==> src/core/qbp_pkg.sv <==
/*
  Package for the quasi-bidirectional port pair: widths, reset values,
  alternate-function bit positions and timing counts.
  Assumes a single 25 MHz system clock, one clock per oscillator clock.
*/
package qbp_pkg;
  localparam int PORT_W = 8;
  localparam logic [7:0] PORT_RESET = 8'hff;
  // alternate-function bit positions on the lower-function port
  localparam int ALT_RX_BIT = 0;
  localparam int ALT_TX_BIT = 1;
  localparam int ALT_IRQ0_BIT = 2;
  localparam int ALT_IRQ1_BIT = 3;
  localparam int ALT_T0_BIT = 4;
  localparam int ALT_T1_BIT = 5;
  localparam int ALT_WR_BIT = 6;
  localparam int ALT_RD_BIT = 7;
  // oscillator clocks per machine cycle
  localparam int MC_CLOCKS = 4;
  localparam logic [1:0] MC_LAST = 2'h3;
  // strong pull-high pulse after a 0-to-1 write, as a time and a count
  localparam int CLK_NS = 40;
  localparam int BOOST_NS = 40;
  localparam int BOOST_CYC_I = (BOOST_NS + CLK_NS - 1) / CLK_NS;
  localparam logic [1:0] BOOST_CYC = 2'(BOOST_CYC_I < 1 ? 1 : BOOST_CYC_I);
  typedef enum logic [1:0] {
    QBP_PIN_WEAK = 2'b00,
    QBP_PIN_BOOST = 2'b01,
    QBP_PIN_LOW = 2'b10
  } qbp_pin_e;
endpackage

==> src/core/qbp_port_pair.sv <==
/*
  Holds the two quasi-bidirectional ports (upper-address port and
  lower-function port), their alternate-function muxing, the program
  source select sampling and the address-latch pulse per machine cycle.
  Assumes the core supplies latch writes, alternate outputs and bus
  controls synchronous to clk_sys; pins are resolved outside from the
  strong-high/strong-low enables plus an external weak pullup view.
*/
// How it works
// - upper port resets high, weak pullup only
// - written 0 holds strong pulldown until 1
// - 0-to-1 write gives brief strong high
// - upper port drives external address high byte
// - lower port resets to 1, weak pullup
// - lower bits: serial, interrupts, timer inputs
// - bits 6,7 are write, read strobes
// - select low fetches external program memory
// - on-chip data RAM access never blocked
// - four clocks per cycle, one latch pulse
`timescale 1ns/1ps
module qbp_port_pair
  import qbp_pkg::*;
(
  input wire logic clk_sys,
  input wire logic rstn,
  // software latch writes
  input wire logic upper_wr,
  input wire logic [qbp_pkg::PORT_W-1:0] upper_wdata,
  input wire logic alt_wr,
  input wire logic [qbp_pkg::PORT_W-1:0] alt_wdata,
  // external bus cycle from the core
  input wire logic ext_addr_en,
  input wire logic [qbp_pkg::PORT_W-1:0] external_addr_high_byte,
  input wire logic serial0_tx_out,
  input wire logic data_wr_strobe_n,
  input wire logic data_rd_strobe_n,
  // pin level as seen on the board
  input wire logic [qbp_pkg::PORT_W-1:0] upper_pin_in,
  input wire logic [qbp_pkg::PORT_W-1:0] alt_pin_in,
  input wire logic program_source_select_n,
  // pin drive: strong high enable, strong low enable (weak pullup implied)
  output logic [qbp_pkg::PORT_W-1:0] upper_pin_hi_en,
  output logic [qbp_pkg::PORT_W-1:0] upper_pin_lo_en,
  output logic [qbp_pkg::PORT_W-1:0] alt_pin_hi_en,
  output logic [qbp_pkg::PORT_W-1:0] alt_pin_lo_en,
  // values read back by the core
  output logic [qbp_pkg::PORT_W-1:0] upper_latch,
  output logic [qbp_pkg::PORT_W-1:0] alt_latch,
  output logic [qbp_pkg::PORT_W-1:0] upper_pin_read,
  output logic [qbp_pkg::PORT_W-1:0] alt_pin_read,
  output logic serial0_rx_in,
  output logic ext_irq_zero_in,
  output logic ext_irq_one_in,
  output logic timer_zero_count_in,
  output logic timer_one_count_in,
  output logic fetch_external,
  output logic data_ram_enable,
  output logic addr_latch_en
);
  import qbp_pkg::*;

  // ----------------------------------------
  // port latches
  // ----------------------------------------
  logic [PORT_W-1:0] up_q;
  logic [PORT_W-1:0] al_q;

  always_ff @(posedge clk_sys or negedge rstn)
  begin
    if (!rstn)
    begin
      up_q <= PORT_RESET;
      al_q <= PORT_RESET;
    end
    else
    begin
      if (upper_wr)
        up_q <= upper_wdata;
      if (alt_wr)
        al_q <= alt_wdata;
    end
  end

  // ----------------------------------------
  // effective pin values
  // ----------------------------------------
  logic [PORT_W-1:0] up_val;
  logic [PORT_W-1:0] al_alt;
  logic [PORT_W-1:0] al_val;

  // address byte replaces latch during external cycles
  assign up_val = ext_addr_en ? external_addr_high_byte : up_q;
  // inputs-only alternate bits return 1 so the latch alone decides
  assign al_alt = {data_rd_strobe_n, data_wr_strobe_n, 4'hf, serial0_tx_out, 1'b1};
  // alternate output gated by latch 1; bit mapping
  assign al_val = al_q & al_alt;

  // ----------------------------------------
  // per-pin drive state machine
  // ----------------------------------------
  logic [PORT_W-1:0] up_lo_d;
  logic [PORT_W-1:0] up_hi_d;
  logic [PORT_W-1:0] al_lo_d;
  logic [PORT_W-1:0] al_hi_d;

  genvar gi;
  generate
    for (gi = 0; gi < 2 * PORT_W; gi++)
    begin : g_pin
      qbp_pin_e st_q;
      qbp_pin_e st_d;
      logic [1:0] cnt_q;
      logic [1:0] cnt_d;
      logic want;
      assign want = (gi < PORT_W) ? up_val[gi % PORT_W] : al_val[gi % PORT_W];

      // low holds; rising goes through a short boost
      always_comb
      begin
        st_d = st_q;
        cnt_d = cnt_q;
        case (st_q)
          QBP_PIN_WEAK:
            if (!want)
              st_d = QBP_PIN_LOW;
          QBP_PIN_LOW:
            if (want)
            begin
              st_d = QBP_PIN_BOOST;
              cnt_d = BOOST_CYC - 2'h1;
            end
          QBP_PIN_BOOST:
            if (!want)
              st_d = QBP_PIN_LOW;
            else if (cnt_q == 2'h0)
              st_d = QBP_PIN_WEAK;
            else
              cnt_d = cnt_q - 2'h1;
          default:
            st_d = QBP_PIN_WEAK;
        endcase
      end

      always_ff @(posedge clk_sys or negedge rstn)
      begin
        if (!rstn)
        begin
          st_q <= QBP_PIN_WEAK;
          cnt_q <= 2'h0;
        end
        else
        begin
          st_q <= st_d;
          cnt_q <= cnt_d;
        end
      end

      if (gi < PORT_W)
      begin : g_up
        assign up_lo_d[gi] = (st_d == QBP_PIN_LOW);
        assign up_hi_d[gi] = (st_d == QBP_PIN_BOOST);
      end
      else
      begin : g_al
        assign al_lo_d[gi - PORT_W] = (st_d == QBP_PIN_LOW);
        assign al_hi_d[gi - PORT_W] = (st_d == QBP_PIN_BOOST);
      end
    end
  endgenerate

  // ----------------------------------------
  // machine cycle and address-latch pulse
  // ----------------------------------------
  logic [1:0] mc_q;
  logic ale_d;
  // one pulse on phase 0 of each 4-clock cycle
  assign ale_d = (mc_q == MC_LAST);

  always_ff @(posedge clk_sys or negedge rstn)
  begin
    if (!rstn)
      mc_q <= 2'h0;
    else
      mc_q <= (mc_q == MC_LAST) ? 2'h0 : mc_q + 2'h1;
  end

  // ----------------------------------------
  // registered outputs
  // ----------------------------------------
  // pin inputs are registered once; they are taken as synchronous
  always_ff @(posedge clk_sys or negedge rstn)
  begin
    if (!rstn)
    begin
      upper_pin_hi_en <= '0;
      upper_pin_lo_en <= '0;
      alt_pin_hi_en <= '0;
      alt_pin_lo_en <= '0;
      upper_latch <= PORT_RESET;
      alt_latch <= PORT_RESET;
      upper_pin_read <= PORT_RESET;
      alt_pin_read <= PORT_RESET;
      serial0_rx_in <= 1'b1;
      ext_irq_zero_in <= 1'b1;
      ext_irq_one_in <= 1'b1;
      timer_zero_count_in <= 1'b1;
      timer_one_count_in <= 1'b1;
      fetch_external <= 1'b0;
      data_ram_enable <= 1'b1;
      addr_latch_en <= 1'b0;
    end
    else
    begin
      upper_pin_hi_en <= up_hi_d;
      upper_pin_lo_en <= up_lo_d;
      alt_pin_hi_en <= al_hi_d;
      alt_pin_lo_en <= al_lo_d;
      upper_latch <= up_q;
      alt_latch <= al_q;
      upper_pin_read <= upper_pin_in;
      alt_pin_read <= alt_pin_in;
      // input alternate functions taken from pins
      serial0_rx_in <= alt_pin_in[ALT_RX_BIT];
      ext_irq_zero_in <= alt_pin_in[ALT_IRQ0_BIT];
      ext_irq_one_in <= alt_pin_in[ALT_IRQ1_BIT];
      timer_zero_count_in <= alt_pin_in[ALT_T0_BIT];
      timer_one_count_in <= alt_pin_in[ALT_T1_BIT];
      // low select means external program fetch
      fetch_external <= !program_source_select_n;
      data_ram_enable <= 1'b1;
      addr_latch_en <= ale_d;
    end
  end
endmodule

==> config.mk <==
export PLATFORM = sky130hd
export DESIGN_NAME = qbp_port_pair
export DESIGN_NICKNAME = d
export VERILOG_FILES = /design/src/core/qbp_pkg.sv /design/src/core/qbp_port_pair.sv
export SDC_FILE = /design/constraint.sdc
export NUM_CORES = 1
export LEC_CHECK = 0
export ABC_AREA = 1
export ABC_CLOCK_PERIOD_IN_PS = 1390
export BUFFER_PORTS_ARGS = -buffer_cell sky130_fd_sc_hd__buf_2
export CAP_MARGIN = 20
export CORE_MARGIN = 5
export CORE_UTILIZATION = 30
export CTS_BUF_LIST = sky130_fd_sc_hd__clkbuf_4 sky130_fd_sc_hd__clkbuf_8 sky130_fd_sc_hd__clkbuf_16
export DETAILED_ROUTE_END_ITERATION = 16
export MAX_ROUTING_LAYER = met4
export PLACE_DENSITY = 0.49
export SLEW_MARGIN = 20
export SYNTH_ARGS = -nofsm -noshare
export SYNTH_HDL_FRONTEND = slang
export SYNTH_SLANG_ARGS = --single-unit
==> constraint.sdc <==
create_clock -name clk_sys -period 1.39 [get_ports clk_sys]
set_input_delay 0.417 -clock clk_sys [delete_from_list [all_inputs] [get_ports clk_sys]]
set_output_delay 0.417 -clock clk_sys [all_outputs]
set_load 0.02 [all_outputs]
Word level (Yosys, flattened, before mapping)
Index checks and enable logic that the tools add are counted.
W data, S select, Z words.
{ "classes": {"n_addsub": 17, "eq_ne": 113, "mux": 146, "bitwise_logic": 1, "reduce_logical": 65} }
{ "ops": {"columns": ["cell", "count"], "rows": [
  ["$mux W2", 113],
  ["$ne A2 B2 Y1 const B", 48],
  ["$pmux W2 S3", 16],
  ["$eq A2 B2 Y1 const B", 33],
  ["$eq A2 B1 Y1 const B", 32],
  ["$logic_not A2 Y1", 32],
  ["$pmux W2 S2", 16],
  ["$reduce_and A4 Y1", 16],
  ["$reduce_bool A2 Y1", 16],
  ["$sub A2 B1 Y2 const B", 16],
  ["$and A8 B8 Y8", 1],
  ["$mux W8", 1],
  ["$add A2 B1 Y2 const B", 1],
  ["$logic_not A1 Y1", 1]
]} }
{ "totals": {"register_bits": 153, "inputBits": 49} }

Longest topological paths before layout
Gate-level depths: netlist of run 1.
{ "depth": {"depth_word": 5, "depth_mapped": 8} }

Worst setup path after synthesis of run 1
OpenSTA, ideal clock, no wires.
{ "synth_path": {"path_kind": "reg2reg", "start": "register g_pin[14].cnt_q[0]", "end": "register g_pin[14].cnt_q[0]", "t_arrival_ns": 1.040, "required_ns": 1.273, "setup_slack_ns": 0.234, "path_stages_with_launch": 7, "n_path_buf": 0, "period_less_slack_ns": 1.156, "cell_sequence": "dfrtp_1 > inv_1 > ha_1 > o21ai_0 > nand2_1 > nand2_1 > nand2_1"} }
{ "synth_between": {"elab_chain_cells": 4, "elab_cells_between_ends": 7} }
{ "synth_lines": {"columns": ["element", "line_no", "rtl"], "rows": [
  ["start: declaration", "qbp_port_pair.sv:112", "logic [1:0] cnt_q;"],
  ["start signal: assignment", "qbp_port_pair.sv:154", "cnt_q <= cnt_d;"],
  ["$sub A2 B1 Y2", "qbp_port_pair.sv:138", "cnt_d = cnt_q - 2'h1;"],
  ["$mux W2", "qbp_port_pair.sv:135", "else if (cnt_q == 2'h0)"],
  ["$mux W2", "qbp_port_pair.sv:133", "if (!want)"],
  ["$pmux W2 S2", "qbp_port_pair.sv:122", "case (st_q)"]
]} }
Parallel ways exist; a longest one is shown, timed or not. The select of a mux whose other input is x is not followed.
A chain may end at the register's enable or synchronous reset.

Worst setup path in the final report of run 1
{ "layout_path": {"start": "register alt_pin_read[3] in the netlist's numbering", "end": "output alt_pin_read[3] in the netlist's numbering"} }
{ "layout_rtl": {"columns": ["element", "line_no", "rtl"], "rows": [
  ["start: declaration", "qbp_port_pair.sv:50", "output logic [qbp_pkg::PORT_W-1:0] alt_pin_read,"],
  ["start signal: assignment", "qbp_port_pair.sv:221", "alt_pin_read <= alt_pin_in;"]
]} }
No word-level cell between the ends.

==> impl_metrics.json, run 1 <==
{
  "synth_mux_area_share_pct": 1.55,
  "hp-class": "input pin to flop",
  "drtIter0Drc": 173,
  "clock_latency_ns": 0.41,
  "setup_viol": 37,
  "slew_violations": 0,
  "cts.path.max_buffers": 2,
  "seq_area_frac_synth_pct": 64.8,
  "cp_max_fo": 2,
  "fmaxAchievable_ghz": 0.669,
  "ios": 121,
  "start_kind": "flop",
  "root_buffer": "clkbuf_16",
  "skew_ns": 0.00625,
  "portBuffers": 119,
  "peakVddDrop_v": 0.00114,
  "cpPeakStageDelay_ns": 0.55,
  "clk_pin_slew_ns": 0.06,
  "synth_edf_count": 0,
  "grt_pass1_wl_um": 20100,
  "grt_max_degree": 35,
  "ys_async_sr_fraction_pct": 100,
  "worstPathArrival_ns": 1.08,
  "nets": 778,
  "synth_top_cells_by_area": "dfrtp_1 43%, dfstp_2 22%, nand2_1 8.7%, inv_1 8.5%, ha_1 3.7%",
  "end_kind": "primary output",
  "die_w_um": 149,
  "layout-drive-gt1-share_pct": 31.9,
  "hold_viol_final": 0,
  "yosysMostFrequentCell": "nand2_1",
  "area_growth_pct": 33.2,
  "setup_ws_ns": -0.106,
  "ys_types": 24,
  "synth_commonest_cells": "134 x nand2_1, 131 x inv_1, 100 x dfrtp_1",
  "die_area_um2": 22300,
  "dp_hpwl_um": 8800,
  "fin_tns_setup_ns": -3.04,
  "totalPowerFinal_mw": 11.5,
  "cts_htree_levels": 4,
  "tritoncts": "built",
  "place.gp.congestion": 0.779,
  "antennaDiodeCount": 0,
  "ant_nets": 0,
  "rsz0062_at_grt": "true",
  "grt-ovfl-total": 0,
  "wl_per_cell_um": 12.0,
  "synth_top_area_cell": "dfrtp_1",
  "synth_warnings": 0,
  "final_area_um2": 7740,
  "numClockSinks": 148,
  "cts_buffers": 17,
  "yosys.area_share.simple_pct": 15.7,
  "syn_inst": 574,
  "drv_cap": 0,
  "syn-cell-area_um2": 5810,
  "antenna_found_initial": 0,
  "critPathKind": "flop to primary output",
  "first_global_vias": 4329,
  "cpMaxStageDelayCell": "dfstp_2",
  "initial_core_util_pct": 30.2,
  "synth_seq_cells": 148,
  "core_um2": 19300,
  "drtPass1Iterations": 4,
  "grt_use_total_pct": 11.8,
  "violations": "setup timing",
  "finalCritPeriodShare_pct": 108,
  "synth_compound_area_share_pct": 4.59,
  "synth.avg_cell_area_um2": 10.1,
  "p_leak_nw": 4.07,
  "wl_um": 11900,
  "critPathTopFamily": "flip-flops",
  "drcViolationCount": 0,
  "cp.buffers_inverters": 1,
  "status": "complete, but fails checks",
  "cp.required_ns": 0.97,
  "std_cell_rows": 51,
  "power_density_nw_per_um2": 1490,
  "placed_cell_area_um2": 6790,
  "crit_chain": "buf_6",
  "fill_cells": 1884,
  "yosys.area_share.xor_xnor_pct": 0,
  "syn_nets": 640,
  "synth-adder-area-share_pct": 3.66,
  "routed_via_density": 4.11,
  "vias": 4064,
  "synth_flop_cell": "dfrtp_1",
  "post-route-min-period_ns": 1.50,
  "synth_top_area_share_pct": 43.1,
  "synth_top_family_by_area": "simple AND/OR/NAND/NOR gates",
  "r2r_setup_slack_ns": 0.15,
  "die_height_um": 149
}
## placed cells by master, fill, tap and decap left out, types with 2 or more instances in the layout
cell type   count
nand3_4         3
ha_1           17
clkinvlp_4      2
nand4_1        10
dfstp_2        48
nand2_1       134
buf_6          54
nor2_1         37
o21bai_1        5
clkbuf_16      17
inv_1         131
clkbuf_4        2
clkinv_2        4
a21oi_1        19
o21ai_1         3
nand3_2         4
o21ai_0        21
bufinv_16       2
buf_12          4
dfrtp_1       100
nor3_1          2
clkbuf_8        4
nand2_2         5
buf_4           6
buf_2          63
mux2_2          8
nand3_1        13
## metal layers
layer  routed length [um]  share of wire, %  GRT usage, %  up-vias
li1                     -                 -             -     2003
met1                 5210                44          14.1     1945
met2                 5810                49          18.7      100
met3                  638               5.4          3.74       16
met4                  198               1.7          4.53        0
met5                    0                 0             -        -
## timing repair
item	CTS	global route
setup endpoints to repair	44	61
gates resized for setup	82	30
hold endpoints to repair	8	0
hold buffers	1	0
setup buffers	0	0
pin swaps	0	0
## registers in the layout, summed over array words and instances (netlist names)
register,count
g_pin.cnt_q,32
g_pin.st_q,32
al_q,8
alt_latch,8
alt_pin_hi_en,8
alt_pin_lo_en,8
alt_pin_read,8
up_q,8
upper_latch,8
upper_pin_hi_en,8
upper_pin_lo_en,8
upper_pin_read,8
mc_q,2
addr_latch_en,1
fetch_external,1
## metrics by stage
stage	setup WS (ns)	utilization, %	cells	hold slack, ns
after floorplan	0.234	-	574	0.121
after global placement	0.0693	35.2	957	0.311
after detailed placement	-0.0167	35.2	957	0.313
after CTS	-0.147	39.7	990	0.0597
after global routing	-0.157	40.2	990	0.0619
final	-0.106	40.2	990	0.0939
## kinds of logic (layout without fill, tap and decap cells)
family / Yosys count / after routing
AO/OA/AOI/OAI: 50 / 50
adder cells (fa/ha/maj): 17 / 17
buffers and inverters: 141 / 292
flip-flops: 148 / 148
multiplexers: 8 / 8
other: 1 / 1
AND/OR/NAND/NOR: 209 / 209
## final cells by class
type / count / area, um^2 / share of cell area (%)
sequential: 148 / 3760 / 48.6
multi-input combinational: 285 / 1490 / 19.3
timing repair buffer: 128 / 1060 / 13.7
clock buffer: 23 / 495 / 6.40
inverter: 132 / 495 / 6.40
tap: 265 / 332 / 4.28
clock inverter: 9 / 104 / 1.34
## final timing paths
| kind | start | depth (start not counted) | end |
|---|---|---|---|
| worst max register to register | g_pin[15].cnt_q[0]$_DFFE_PN0P_ | 6 | g_pin[15].cnt_q[1]$_DFFE_PN0P_ |
| min in group asynchronous | rstn | 2 | upper_pin_hi_en[2]$_DFF_PN0_ |
| max in group asynchronous | rstn | 3 | upper_latch[5]$_DFF_PN1_ |
| worst min-delay path | upper_pin_in[4] | 1 | upper_pin_read[4]$_DFF_PN1_ |
| worst max-delay path | alt_pin_read[3]$_DFF_PN1_ | 1 | alt_pin_read[3] |
| worst min register to register | up_q[4]$_DFFE_PN1P_ | 0 | upper_latch[4]$_DFF_PN1_ |
## worst reg2reg max path: stages, from the launching register on
cell	delay, ns
dfrtp_1	0.37
inv_1	0.05
ha_1	0.19
o21ai_1	0.22
nand2_1	0.16
nand2_1	0.09
nand2_1	0.05
## where the power goes
part           switching, mW  leakage [nW]  internal (mW)
clock network           1.72         0.296           2.86
logic                   1.05          1.99          0.719
registers              0.294          1.78           4.87
Power figures use the tool's default switching activity.
==> run 2: changes to the inputs <==
--- a/config.mk
+++ b/config.mk
@@ -9,13 +9,13 @@
 export ABC_CLOCK_PERIOD_IN_PS = 1390
 export BUFFER_PORTS_ARGS = -buffer_cell sky130_fd_sc_hd__buf_2
 export CAP_MARGIN = 20
+export CORE_ASPECT_RATIO = 0.8
 export CORE_MARGIN = 5
-export CORE_UTILIZATION = 30
+export CORE_UTILIZATION = 54
 export CTS_BUF_LIST = sky130_fd_sc_hd__clkbuf_4 sky130_fd_sc_hd__clkbuf_8 sky130_fd_sc_hd__clkbuf_16
 export DETAILED_ROUTE_END_ITERATION = 16
 export MAX_ROUTING_LAYER = met4
-export PLACE_DENSITY = 0.49
-export SLEW_MARGIN = 20
+export PLACE_DENSITY = 0.79
 export SYNTH_ARGS = -nofsm -noshare
 export SYNTH_HDL_FRONTEND = slang
 export SYNTH_SLANG_ARGS = --single-unit
==> run 2 against run 1 <==
  * The run still ends with setup timing left
  * Sequential share of layout area grew 1.6 points
  * Sequential power about the same
  * Flip-flop and latch count is the same
  * Critical path depth unchanged
  * Via count is 0.57% lower
  * Power up 2.7%
  * Register-to-register slack got worse by 0.02 ns
  * Non-clock buffer count down 4
  * Routed wire length shrank 3.2%
  * Clock power is 8.1% higher
  * Largest power group unchanged
==> impl_metrics.json, run 2 (synthesized netlist as in run 1, its figures left out) <==
{
  "swShare_pct": 26.0,
  "root_buffer": "clkbuf_16",
  "die_height_um": 103,
  "hold_viol_final": 0,
  "area_growth_pct": 28.9,
  "grt_busiest_layer": "met2",
  "grt_use_met2_pct": 33.2,
  "ios": 121,
  "layout_common_cells": "134 x nand2_1, 131 x inv_1, 100 x dfrtp_1",
  "drtIter0Drc": 199,
  "fmaxAchievable_ghz": 0.661,
  "clk_pin_slew_ns": 0.06,
  "grt-ovfl-total": 0,
  "internal_power_mw": 8.74,
  "p_seq_share_pct": 43.6,
  "vias": 4041,
  "slew_violations": 0,
  "critPathKind": "flop to primary output",
  "cp.buffers_inverters": 1,
  "portBuffers": 119,
  "clock_latency_ns": 0.42,
  "setup_viol": 37,
  "die_area_um2": 13000,
  "rsz0062_at_grt": "true",
  "cp.required_ns": 0.97,
  "ant_nets": 0,
  "cts.path.max_buffers": 2,
  "p_leak_nw": 4.04,
  "drcViolationCount": 0,
  "start_kind": "flop",
  "cts_htree_levels": 4,
  "critPathTopFamily": "flip-flops",
  "die_w_um": 126,
  "crit_chain": "buf_6",
  "tritoncts": "built",
  "final_area_um2": 7490,
  "nets": 774,
  "std_cell_rows": 33,
  "wl_um": 11500,
  "grt_use_total_pct": 19.4,
  "dp_cells": 828,
  "initial_core_util_pct": 55.9,
  "cp-startpoint": "alt_pin_read[2]$_DFF_PN1_",
  "setup_ws_ns": -0.123,
  "hold_ws_ns": 0.0942,
  "p_clk_share_pct": 41.9,
  "worstPathArrival_ns": 1.10,
  "placed_cell_area_um2": 6580,
  "cp_max_fo": 2,
  "drv_cap": 0,
  "first_global_vias": 4307,
  "dp_hpwl_um": 8040,
  "r2r-start": "g_pin[9].cnt_q[0]$_DFFE_PN0P_",
  "power.share.combinational_pct": 14.5,
  "drtPass1Iterations": 5,
  "met1_usage_pct": 22.0,
  "min-delay-start": "alt_pin_in[5]",
  "cts_setup_buffers": 0,
  "grt_max_degree": 54,
  "antenna_found_initial": 0,
  "wl_per_cell_um": 13.3,
  "status": "complete, but fails checks",
  "numClockSinks": 148,
  "cpMaxStageDelayCell": "dfstp_2",
  "fin_tns_setup_ns": -3.22,
  "violations": "setup timing",
  "place.gp.congestion": 0.811,
  "post-route-min-period_ns": 1.51,
  "final_common_cell": "nand2_1",
  "grt_pass1_wl_um": 19300,
  "routed_via_density": 4.69,
  "totalPowerFinal_mw": 11.8,
  "end_kind": "primary output",
  "core_um2": 10400,
  "top_regs": "g_pin.cnt_q (32), g_pin.st_q (32)",
  "power_density_nw_per_um2": 1580,
  "finalNonFillerCells": 861,
  "antennaDiodeCount": 0,
  "power_switching_mw": 3.08,
  "finalCritPeriodShare_pct": 109,
  "met3_usage_pct": 6.53,
  "peakVddDrop_v": 0.00102,
  "cts_buffers": 17,
  "cpPeakStageDelay_ns": 0.55,
  "hp-class": "input pin to flop",
  "layout-drive-gt1-share_pct": 31.3,
  "skew_ns": 0.00739
}
-- run 2: changes by cell type in the layout (fill, tap and decap cells not counted), moves of 3 or more --
cell | before | now
bufinv_16 | 2 | 5
clkbuf_8 | 4 | 1
buf_4 | 6 | 2
buf_2 | 63 | 77
buf_6 | 54 | 42
-- run 2: worst paths after layout --
path | cells past startpoint | to | slack [ns]
min in group asynchronous | 2 | upper_pin_lo_en[2]$_DFF_PN0_ | 0.41
hold / removal | 1 | alt_pin_read[5]$_DFF_PN1_ | 0.09
max in group asynchronous | 3 | al_q[0]$_DFFE_PN1P_ | 0.40
setup / recovery | 1 | ext_irq_zero_in | -0.12
hold reg to reg | 0 | upper_latch[5]$_DFF_PN1_ | 0.37
setup reg to reg | 6 | g_pin[9].cnt_q[1]$_DFFE_PN0P_ | 0.13
-- run 2: area by class of cell --
cell class                 instances  area [um^2]
clock buffer                      18          439
clock inverter                    14          209
sequential                       148         3760
timing repair buffer             124          923
tap                              140          175
multi-input combinational        285         1490
inverter                         132          495
fill                             726         2910
-- run 2: what timing repair did --
action                                  CTS  global route
pin swaps                                 0             0
gates resized for setup                  68            17
cloned                                    0             0
hold buffers                              1             0
endpoints found under the hold margin     8             0
endpoints found under the setup margin   37            47
-- run 2: power groups by stage --
| stage | clock [mW] | sequential, mW | combinational (mW) |
|---|---|---|---|
| after global placement | 0 | 5.17 | 1.50 |
| after detailed placement | 0 | 5.19 | 1.61 |
| after CTS | 5.04 | 5.15 | 1.71 |
| after global routing | 5.27 | 5.21 | 1.95 |
| final | 4.95 | 5.15 | 1.72 |
| after floorplan | 0 | 5.39 | 0.795 |
-- run 2: layer usage --
layer  up-vias  wire (um)
li1       1995          -
met1      1899       4810
met2       129       5790
met3        18        747
met4         0        135
met5         -          0
-- run 2: metrics by stage --
stage | setup WS [ns] | utilization [%]
2_1_floorplan | 0.234 | -
3_5_place_dp | 0.0114 | 63.2
6_report | -0.123 | 72.0
3_3_place_gp | 0.0962 | 63.2
4_1_cts | -0.131 | 71.6
5_1_grt | -0.159 | 72.0
==> run 3: changes to the inputs <==
--- a/config.mk
+++ b/config.mk
@@ -16,6 +16,7 @@
 export DETAILED_ROUTE_END_ITERATION = 16
 export MAX_ROUTING_LAYER = met4
 export PLACE_DENSITY = 0.79
+export SETUP_SLACK_MARGIN = 0.5
 export SYNTH_ARGS = -nofsm -noshare
 export SYNTH_HDL_FRONTEND = slang
 export SYNTH_SLANG_ARGS = --single-unit
==> run 3 against run 2 <==
  * The run ends with hold timing, setup timing left
  * Critical endpoint is now alt_pin_read[4]
  * Clock-buffer cell count did not move
  * Design area rose by 21%
  * Worst setup slack got worse by 0.017 ns
  * Global-route usage rose by 6.3 points
  * Die area did not move
  * Routed wire length rose by 66%
  * Cell count rose by 8.4%
  * Critical path depth did not move
  * Power rose by 14%
  * Fmax fell by 1.1%
  * Register-to-register slack got worse by 0.05 ns
  * Flip-flop and latch count did not move
==> impl_metrics.json, run 3 (synthesized netlist as in run 1, its figures left out) <==
{
  "std_cell_rows": 33,
  "grt-ovfl-total": 0,
  "grt_use_total_pct": 25.7,
  "clock_latency_ns": 0.42,
  "power_switching_mw": 3.98,
  "power_density_nw_per_um2": 1490,
  "status": "complete, but fails checks",
  "drv_cap": 0,
  "start_kind": "flop",
  "ios": 121,
  "swShare_pct": 29.5,
  "power.share.combinational_pct": 23.1,
  "ant_nets": 0,
  "violations": "hold timing, setup timing",
  "root_buffer": "clkbuf_16",
  "core_um2": 10400,
  "vias": 5010,
  "peakVddDrop_v": 0.00114,
  "cts.path.max_buffers": 2,
  "crit_chain": "buf_6",
  "placed_cell_area_um2": 6750,
  "tritoncts": "built",
  "hold_ws_ns": -0.116,
  "layout_common_cells": "100 x dfrtp_1, 100 x buf_6, 66 x inv_2",
  "layout-drive-gt1-share_pct": 62.7,
  "portBuffers": 119,
  "hp-class": "input pin to asynchronous set/reset pin",
  "top_regs": "g_pin.cnt_q (32), g_pin.st_q (32)",
  "clk_pin_slew_ns": 0.06,
  "cpMaxStageDelayCell": "dfstp_2",
  "worstPathArrival_ns": 1.11,
  "end_kind": "primary output",
  "routed_via_density": 5.37,
  "wl_um": 19000,
  "grt_pass1_wl_um": 25100,
  "die_area_um2": 13000,
  "drtPass1Iterations": 5,
  "post-route-min-period_ns": 1.53,
  "cts_buffers": 17,
  "critPathKind": "flop to primary output",
  "drtIter0Drc": 433,
  "dp_hpwl_um": 8350,
  "area_growth_pct": 55.9,
  "p_seq_share_pct": 39.3,
  "cts_htree_levels": 4,
  "antenna_found_initial": 0,
  "pre_cts_slack_ns": -0.0130,
  "skew_ns": 0.00735,
  "finalCritPeriodShare_pct": 110,
  "fmaxAchievable_ghz": 0.654,
  "cp_max_fo": 2,
  "place.gp.congestion": 0.810,
  "cp.buffers_inverters": 1,
  "wl_per_cell_um": 20.4,
  "drcViolationCount": 0,
  "initial_core_util_pct": 55.9,
  "slew_violations": 0,
  "cpPeakStageDelay_ns": 0.57,
  "critPathTopFamily": "flip-flops",
  "p_leak_nw": 4.56,
  "hold_viol_final": 20,
  "numClockSinks": 148,
  "internal_power_mw": 9.50,
  "cp.required_ns": 0.97,
  "setup_viol": 38,
  "antennaDiodeCount": 0,
  "first_global_vias": 5053,
  "die_height_um": 103,
  "setup_ws_ns": -0.139,
  "p_clk_share_pct": 37.6,
  "final_area_um2": 9060,
  "rsz0062_at_grt": "true",
  "die_w_um": 126,
  "grt_max_degree": 34,
  "nets": 847,
  "fin_util_pct": 87.1
}
-- run 3: final cells by class --
cell class / count / area [um^2]
Clock buffer: 18 / 439
Fill cell: 417 / 1350
Inverter: 132 / 505
Timing Repair Buffer: 197 / 1770
Clock inverter: 13 / 206
Tap cell: 140 / 175
Multi-Input combinational cell: 285 / 2200
Sequential cell: 148 / 3760
-- run 3: per-layer routing --
layer	global-route usage [%]	share of wire, %	vias up
li1	-	-	2145
met1	28.2	35	2451
met2	45.0	52	311
met3	6.78	7.7	103
met4	11.1	5.4	0
met5	-	0	-
-- run 3: metrics by stage --
step                      std cells  setup TNS [ns]  power (mW)  hold slack, ns
final                           933           -3.50        13.5          -0.116
after global routing            933           -4.63        14.0          -0.106
after CTS                       902           -3.54        12.7          -0.107
after detailed placement        830         -0.0306        6.93           0.327
after global placement          830               0        6.80           0.329
after floorplan                 574               0        6.31           0.121
-- run 3: final timing paths --
check / from / endpoint / slack (ns) / cells after the start
hold reg to reg: al_q[5]$_DFFE_PN1P_ / alt_latch[5]$_DFF_PN1_ / 0.39 / 0
setup / recovery: alt_pin_read[4]$_DFF_PN1_ / alt_pin_read[4] / -0.14 / 1
max in group asynchronous: rstn / alt_latch[4]$_DFF_PN1_ / 0.94 / 2
setup reg to reg: g_pin[0].cnt_q[1]$_DFFE_PN0P_ / g_pin[0].cnt_q[1]$_DFFE_PN0P_ / 0.08 / 5
min in group clk_sys: upper_pin_in[0] / upper_pin_read[0]$_DFF_PN1_ / 0.09 / 1
hold / removal: rstn / mc_q[1]$_DFF_PN0_ / -0.12 / 1
-- run 3: what timing repair did --
action,CTS,global route
resized for setup,256,115
pin swaps,57,45
setup endpoints to repair,153,162
endpoints found under the hold margin,20,20
buffers inserted,41,31
-- run 3: power groups by stage --
stage / Sequential (mW) / Clock (mW) / Combinational, mW
finish: 5.29 / 5.07 / 3.12
global route: 5.33 / 5.33 / 3.32
CTS: 5.22 / 5.04 / 2.43
detailed placement: 5.21 / 0 / 1.72
global placement: 5.19 / 0 / 1.61
floorplan: 5.41 / 0 / 0.901
